$ cat config.mk
export PLATFORM = sky130hd
export DESIGN_NAME = sclkg_ctrl
export DESIGN_NICKNAME = d
export VERILOG_FILES = /design/src/hw/sclkg_pkg.sv /design/src/hw/sclkg_unit_gate.sv /design/src/hw/sclkg_ctrl.sv
export VERILOG_INCLUDE_DIRS = /design/src /design/src/hw
export SDC_FILE = /design/constraint.sdc
export NUM_CORES = 1
export LEC_CHECK = 0
export BUFFER_PORTS_ARGS = -buffer_cell sky130_fd_sc_hd__buf_2
export CAP_MARGIN = 20
export CORE_ASPECT_RATIO = 0.6
export CORE_MARGIN = 10
export CORE_UTILIZATION = 55
export DETAILED_ROUTE_END_ITERATION = 8
export HOLD_SLACK_MARGIN = 0.03
export PLACE_DENSITY = 0.84
export SYNTH_ARGS = -nofsm -noshare
export SYNTH_HDL_FRONTEND = slang
export SYNTH_SLANG_ARGS = --single-unit
$ cat constraint.sdc
create_clock -name clk_i -period 3.35 [get_ports clk_i]
set_input_delay 0 -clock clk_i [delete_from_list [all_inputs] [get_ports clk_i]]
set_output_delay 0 -clock clk_i [all_outputs]
set_load 0.03 [all_outputs]
$ cat src/hw/sclkg_map.svh
`ifndef SCLKG_MAP_SVH
`define SCLKG_MAP_SVH
// Register offsets
`define SCLKG_OFF_RUN_GATE 12'h100
`define SCLKG_OFF_SLEEP_GATE 12'h110
`define SCLKG_OFF_DEEP_GATE 12'h120
`define SCLKG_OFF_CLK_CFG 12'h060
`define SCLKG_OFF_INT_STAT 12'h130
`define SCLKG_OFF_INT_EN 12'h134
`define SCLKG_OFF_INT_CLR 12'h138
// Field positions
`define SCLKG_WDOG_BIT 3
`define SCLKG_AUTO_GATE_BIT 27
`define SCLKG_MODE_BIT 0
`define SCLKG_FAULT_BIT 0
// Reset values and write masks
`define SCLKG_GATE_RST 32'h0000_0000
`define SCLKG_CFG_RST 32'h0000_0000
`define SCLKG_INT_RST 32'h0000_0000
`define SCLKG_WDOG_MASK 32'h0000_0008
`define SCLKG_CFG_MASK 32'h0800_0000
`define SCLKG_INT_MASK 32'h0000_0001
`endif

$ cat src/hw/sclkg_pkg.sv
`default_nettype none
package sclkg_pkg;
  typedef enum logic [1:0] {
    SCLKG_RUN,
    SCLKG_SLEEP,
    SCLKG_DEEP
  } sclkg_mode_t;

  typedef struct packed {
    logic cyc;
    logic stb;
    logic we;
    logic [3:0] sel;
    logic [11:0] adr;
    logic [31:0] dat;
  } sclkg_wb_req_t;

  typedef struct packed {
    logic ack;
    logic err;
    logic [31:0] dat;
  } sclkg_wb_rsp_t;
endpackage
`default_nettype wire

$ cat src/hw/sclkg_unit_gate.sv
`timescale 1ns/10ps
`default_nettype none
// Gate for one unit: clock enable and fault on access while gated
module sclkg_unit_gate (
  input wire logic clk_i,
  input wire logic rst_i,
  input wire logic run_en_i,
  input wire logic sleep_en_i,
  input wire logic deep_en_i,
  input wire logic auto_gate_i,
  input wire sclkg_pkg::sclkg_mode_t mode_i,
  input wire logic unit_acc_i,
  output logic clk_en_o,
  output logic fault_o
);
  import sclkg_pkg::*;
  logic en_r;
  logic en_nxt;

  always_comb begin
    en_nxt = run_en_i;
    if (auto_gate_i) begin
      case (mode_i)
        SCLKG_SLEEP: en_nxt = sleep_en_i;
        SCLKG_DEEP: en_nxt = deep_en_i;
        default: en_nxt = run_en_i;
      endcase
    end
  end

  always_ff @(posedge clk_i) begin
    if (rst_i) begin
      en_r <= 1'b0;
    end else begin
      en_r <= en_nxt;
    end
  end

  assign clk_en_o = en_r;
  assign fault_o = unit_acc_i & ~en_r;
endmodule
`default_nettype wire

$ cat src/hw/sclkg_ctrl.sv
// Function
// - A set gating bit clocks its unit, a clear bit stops its clock.
// - Any access to a unit whose clock is gated off answers with a bus fault.
// - After reset all gating bits are zero so every gated unit is unclocked.
// - Sleep-mode gating is applied only while the auto-gating select bit is set.
// - Bit 3 is a read/write watchdog gate bit resetting to zero.
//
// Added by the designer: the Wishbone interface to the registers.
`timescale 1ns/10ps
`default_nettype none
`include "sclkg_map.svh"
module sclkg_ctrl (
  input wire logic clk_i,
  input wire logic rst_i,
  input wire sclkg_pkg::sclkg_wb_req_t wb_req_i,
  output sclkg_pkg::sclkg_wb_rsp_t wb_rsp_o,
  input wire sclkg_pkg::sclkg_mode_t mode_i,
  input wire logic wdog_acc_i,
  output logic wdog_clk_en_o,
  output logic wdog_fault_o,
  output logic irq_o
);
  import sclkg_pkg::*;

  logic [31:0] run_r;
  logic [31:0] run_nxt;
  logic [31:0] slp_r;
  logic [31:0] slp_nxt;
  logic [31:0] deep_r;
  logic [31:0] deep_nxt;

  logic [31:0] cfg_r;
  logic [31:0] cfg_nxt;

  logic [31:0] ist_r;
  logic [31:0] ist_nxt;
  logic [31:0] ien_r;
  logic [31:0] ien_nxt;

  logic ack_r;
  logic ack_nxt;
  logic err_r;
  logic err_nxt;
  logic [31:0] rdat_r;
  logic [31:0] rdat_nxt;

  logic [31:0] wmask;
  logic [31:0] wdata;
  logic [31:0] rd_val;
  logic hit;
  logic req;
  logic wr;
  logic wr_run;
  logic wr_slp;
  logic wr_deep;
  logic wr_cfg;
  logic wr_ien;
  logic wr_iclr;

  logic fault;
  logic wdog_run_en;
  logic wdog_slp_en;
  logic wdog_deep_en;
  logic auto_gate;

  always_comb begin
    for (int i = 0; i < 4; i++) begin
      wmask[8*i +: 8] = {8{wb_req_i.sel[i]}};
    end
  end

  assign wdata = wb_req_i.dat & wmask;

  // Not taken again while the last answer still stands
  assign req = wb_req_i.cyc & wb_req_i.stb & ~ack_r & ~err_r;
  assign wr = req & wb_req_i.we & hit;

  always_comb begin
    hit = 1'b1;
    rd_val = 32'h0000_0000;
    case (wb_req_i.adr)
      `SCLKG_OFF_RUN_GATE: rd_val = run_r;
      `SCLKG_OFF_SLEEP_GATE: rd_val = slp_r;
      `SCLKG_OFF_DEEP_GATE: rd_val = deep_r;
      `SCLKG_OFF_CLK_CFG: rd_val = cfg_r;
      `SCLKG_OFF_INT_STAT: rd_val = ist_r;
      `SCLKG_OFF_INT_EN: rd_val = ien_r;
      `SCLKG_OFF_INT_CLR: rd_val = 32'h0000_0000;
      default: hit = 1'b0;
    endcase
  end

  always_comb begin
    wr_run = 1'b0;
    wr_slp = 1'b0;
    wr_deep = 1'b0;
    wr_cfg = 1'b0;
    wr_ien = 1'b0;
    wr_iclr = 1'b0;
    if (wr) begin
      case (wb_req_i.adr)
        `SCLKG_OFF_RUN_GATE: wr_run = 1'b1;
        `SCLKG_OFF_SLEEP_GATE: wr_slp = 1'b1;
        `SCLKG_OFF_DEEP_GATE: wr_deep = 1'b1;
        `SCLKG_OFF_CLK_CFG: wr_cfg = 1'b1;
        `SCLKG_OFF_INT_EN: wr_ien = 1'b1;
        `SCLKG_OFF_INT_CLR: wr_iclr = 1'b1;
        default: begin
        end
      endcase
    end
  end

  // Only the watchdog bit is kept, the rest read as zero
  always_comb begin
    run_nxt = run_r;
    slp_nxt = slp_r;
    deep_nxt = deep_r;
    if (wr_run) begin
      run_nxt = (run_r & ~wmask) | (wdata & `SCLKG_WDOG_MASK);
    end
    if (wr_slp) begin
      slp_nxt = (slp_r & ~wmask) | (wdata & `SCLKG_WDOG_MASK);
    end
    if (wr_deep) begin
      deep_nxt = (deep_r & ~wmask) | (wdata & `SCLKG_WDOG_MASK);
    end
  end

  always_ff @(posedge clk_i) begin
    if (rst_i) begin
      run_r <= `SCLKG_GATE_RST;
      slp_r <= `SCLKG_GATE_RST;
      deep_r <= `SCLKG_GATE_RST;
    end else begin
      run_r <= run_nxt;
      slp_r <= slp_nxt;
      deep_r <= deep_nxt;
    end
  end

  always_comb begin
    cfg_nxt = cfg_r;
    if (wr_cfg) begin
      cfg_nxt = (cfg_r & ~wmask) | (wdata & `SCLKG_CFG_MASK);
    end
  end

  always_ff @(posedge clk_i) begin
    if (rst_i) begin
      cfg_r <= `SCLKG_CFG_RST;
    end else begin
      cfg_r <= cfg_nxt;
    end
  end

  always_comb begin
    ien_nxt = ien_r;
    ist_nxt = ist_r;
    if (wr_ien) begin
      ien_nxt = (ien_r & ~wmask) | (wdata & `SCLKG_INT_MASK);
    end
    if (wr_iclr) begin
      ist_nxt = ist_r & ~wdata;
    end
    // Set beats a same-cycle clear
    if (fault) begin
      ist_nxt[`SCLKG_FAULT_BIT] = 1'b1;
    end
  end

  always_ff @(posedge clk_i) begin
    if (rst_i) begin
      ist_r <= `SCLKG_INT_RST;
      ien_r <= `SCLKG_INT_RST;
    end else begin
      ist_r <= ist_nxt;
      ien_r <= ien_nxt;
    end
  end

  always_comb begin
    ack_nxt = 1'b0;
    err_nxt = 1'b0;
    rdat_nxt = rdat_r;
    if (req) begin
      ack_nxt = hit;
      err_nxt = ~hit;
      rdat_nxt = wb_req_i.we ? 32'h0000_0000 : rd_val;
    end
  end

  always_ff @(posedge clk_i) begin
    if (rst_i) begin
      ack_r <= 1'b0;
      err_r <= 1'b0;
      rdat_r <= 32'h0000_0000;
    end else begin
      ack_r <= ack_nxt;
      err_r <= err_nxt;
      rdat_r <= rdat_nxt;
    end
  end

  assign wdog_run_en = run_r[`SCLKG_WDOG_BIT];
  assign wdog_slp_en = slp_r[`SCLKG_WDOG_BIT];
  assign wdog_deep_en = deep_r[`SCLKG_WDOG_BIT];
  assign auto_gate = cfg_r[`SCLKG_AUTO_GATE_BIT];

  sclkg_unit_gate u_wdog_gate (
    .clk_i(clk_i),
    .rst_i(rst_i),
    .run_en_i(wdog_run_en),
    .sleep_en_i(wdog_slp_en),
    .deep_en_i(wdog_deep_en),
    .auto_gate_i(auto_gate),
    .mode_i(mode_i),
    .unit_acc_i(wdog_acc_i),
    .clk_en_o(wdog_clk_en_o),
    .fault_o(fault)
  );

  assign wdog_fault_o = fault;
  assign irq_o = |(ist_r & ien_r);
  assign wb_rsp_o = '{ack: ack_r, err: err_r, dat: rdat_r};
endmodule
`default_nettype wire

==> flow_summary.toml <==
[power_and_ir_drop]
clkPwrFrac_pct = 45.3
swShare_pct = 21.4
netSwitchingPower_uw = 1150
power_density_mw_per_mm2 = 527
internal_power_uw = 4230
p_comb_share_pct = 4.5
pwr-share-seq_pct = 50.2
ir_drop_v = 0.000317
p_leak_uw = 0.00410

[synthesis]
synthArstFlopShare_pct = 0
ys_ff_latch = 227
synth_cell_types = 50
synth_nets = 873
ys.warnings.count = 0
synth_ff_type = "dfxtp_1"
synth_cells = 815
synth.avg_cell_area_sq_um = 10.4
synth-edff-count = 0
syn_area_sq_mm = 0.00846
ys_seq_area_share_pct = 53.7

[layout]
nets = 995
layout_common_cells = "dfxtp_1 (227), and2_1 (163), buf_2 (92)"
drive_gt1_share_pct = 16.0
final_common_cell = "dfxtp_1"
synthToLayoutAreaGrowth_pct = 20.5

[routing]
postRouteAntennaNets = 0
post_drt_wl_per_cell_microns = 22.1
drt_iter0_drc = 868
firstDrtPassIters = 6
wl_mm = 25.4
drc = 0
routed_via_density = 6.03
vias = 6944

[floorplanning]
ios = 93
die_height_microns = 116
row_count = 34
core_sq_mm = 0.0148
die_w_microns = 180
dieArea_sq_mm = 0.0209
initial_core_util_pct = 57.3

[timing]
period_minus_slack_ps = 2270
worst_slew_pin_slew_ps = 1010
finalCritPeriodShare_pct = 67.6
max_freq_mhz = 441
grt_setup_unrepaired = "no"
whs_ps = 62.1
setup_violations = 0
relSlewSlack_pct = 32.7
final-hold-violation-count = 0
final-max-slew-violation-count = 0
finClkSkew_ps = 9.67
setup-tns-final_ps = 0

[worst_setup_path]
path_max_fanout = 9
startpoint_type = "primary input"
r2r-end = "rdat_r[3]"
reg2reg_slack_ps = 1130
crit_arrival_ps = 2660
criticalPathCategory = "primary input to flip-flop"
r2r-start = "err_r"
worst_ep_required_time_ps = 3740
reg2reg_depth = 5
end_kind = "flip-flop"

[clocking]
cts_setup_buffers = 0
cts_root_buffer = "clkbuf_16"
cts_buffer_depth = 3
cts_made_buffers = 20
clk_pin_slew_worst_paths_ps = 70
cts_tree = "yes"
cts_num_sinks = 227
cts_resized = 0
cts_max_level = 1
clkLatencyLatePin_ps = 510

[hold_path]
min_path_type = "primary input to flip-flop"
hold_end = "err_r"
hold_start = "wb_req_i[50]"
whs_path_depth = 3

[grt]
grt_overflow = 0
track_usage_pct = 23.5
grt_max_degree = 52
grt_pass1_wl_mm = 39.4
first_global_vias = 6813
grt_antenna_before_repair = 1

[flow_run]
max-cap-violations = 0

[place]
gp_congestion = 0.897
hpwl_mm = 17.4
numPortBuffers = 92

[run_status]
status = "complete, no violations"
## layout make-up
| cell class | count | area (sq um) |
|---|---|---|
| clock buffers | 29 | 616 |
| well taps | 198 | 248 |
| fillers | 1063 | 4570 |
| multi-input cells | 536 | 3700 |
| clock inverters | 7 | 85.1 |
| inverters | 4 | 15.0 |
| repair buffers | 148 | 983 |
| flip-flops and latches | 227 | 4540 |
| diodes | 2 | 5.00 |
## power by group through the flow
stage          Clock, uW  Sequential, uW  Combinational [uW]
6_report            2440            2700                 239
5_1_grt             2550            2700                 254
4_1_cts             2440            2700                 230
3_5_place_dp           0            2760                 194
3_3_place_gp           0            2760                 191
2_1_floorplan          0            2760                 106
## worst max-delay path: stages
cell	delay (ps)
dlygate4sd3_1	530
buf_2	130
or4b_1	640
nor2_1	560
a41oi_1	450
and2_1	330
## how the worst max path moves through the flow
| stage | startpoint | to | slack, ps | cells past startpoint |
|---|---|---|---|---|
| detailed placement | wb_req_i[34] | slp_r[16] | 1060 | 5 |
| CTS | ist_r[1] | irq_o | 1150 | 4 |
| floorplan | ack_r | slp_r[0] | 1570 | 6 |
| finish | wb_req_i[40] | slp_r[16] | 1080 | 6 |
| global route | wb_req_i[40] | slp_r[23] | 890 | 6 |
| global placement | wb_req_i[34] | slp_r[20] | 1140 | 5 |
## cell families after synthesis
| kind of cell | after synthesis | share of synthesized area [%] |
|---|---|---|
| flops | 227 | 53.7 |
| mux | 57 | 6.75 |
| fa+ha+maj | 2 | 0.296 |
| buf+inv | 52 | 2.81 |
| compound gates | 192 | 15.3 |
| simple gates | 285 | 21.1 |
## layer usage
metal	GRT usage (%)	share of wire (%)	vias up
met5	0	0	-
met4	7.34	2.6	0
met3	8.34	12	48
met2	33.7	40	409
met1	32.3	45	3306
li1	-	-	3181
## flip-flops by register name, indices dropped and copies added (netlist names), 31 cells and up, named ones only
signal  count
ist_r      32
slp_r      31
deep_r     31
rdat_r     32
cfg_r      31
ien_r      31
run_r      31
## cell usage after synthesis, types with 2 or more instances
cell,number,share of area [%]
clkbuf_1,28,1.2
and3_1,5,0.37
o211ai_1,13,1.2
o21ai_1,3,0.18
dfxtp_1,227,54
nor3_1,3,0.18
o2bb2ai_1,19,2.0
nor4_1,2,0.15
nor4_2,2,0.30
nor2b_1,4,0.30
and2_1,163,12
o21ai_0,20,1.2
nor4bb_1,2,0.24
buf_4,5,0.44
mux2i_1,57,6.7
buf_2,13,0.77
nand3_1,35,2.1
nand2b_1,32,2.4
a22oi_1,42,3.7
nor2_1,11,0.49
nand4_1,9,0.67
a21oi_1,48,2.8
or2_2,2,0.15
a32oi_1,20,2.1
a31oi_1,6,0.44
ha_1,2,0.30
o31ai_1,2,0.18
o22ai_1,13,0.96
a41oi_1,3,0.31
inv_1,4,0.18
## through the flow
| stage | setup slack [ps] | util (%) | std cells | power, uW | area (sq um) |
|---|---|---|---|---|---|
| 3_3_place_gp | 1140 | 61.5 | 1072 | 2950 | 9080 |
| 3_5_place_dp | 1060 | 61.5 | 1072 | 2960 | 9080 |
| 4_1_cts | 1150 | 69.0 | 1149 | 5370 | 10200 |
| 6_report | 1080 | 69.0 | 1151 | 5370 | 10200 |
| 2_1_floorplan | 1570 | - | 815 | 2870 | 8460 |
| 5_1_grt | 886 | 69.0 | 1149 | 5500 | 10200 |
## repair_timing
action                                  in CTS  in global routing
endpoints found under the setup margin       0                  0
endpoints found under the hold margin       39                  0
hold buffers                                41                  0
Note: power is estimated with default switching activity, not from simulation.
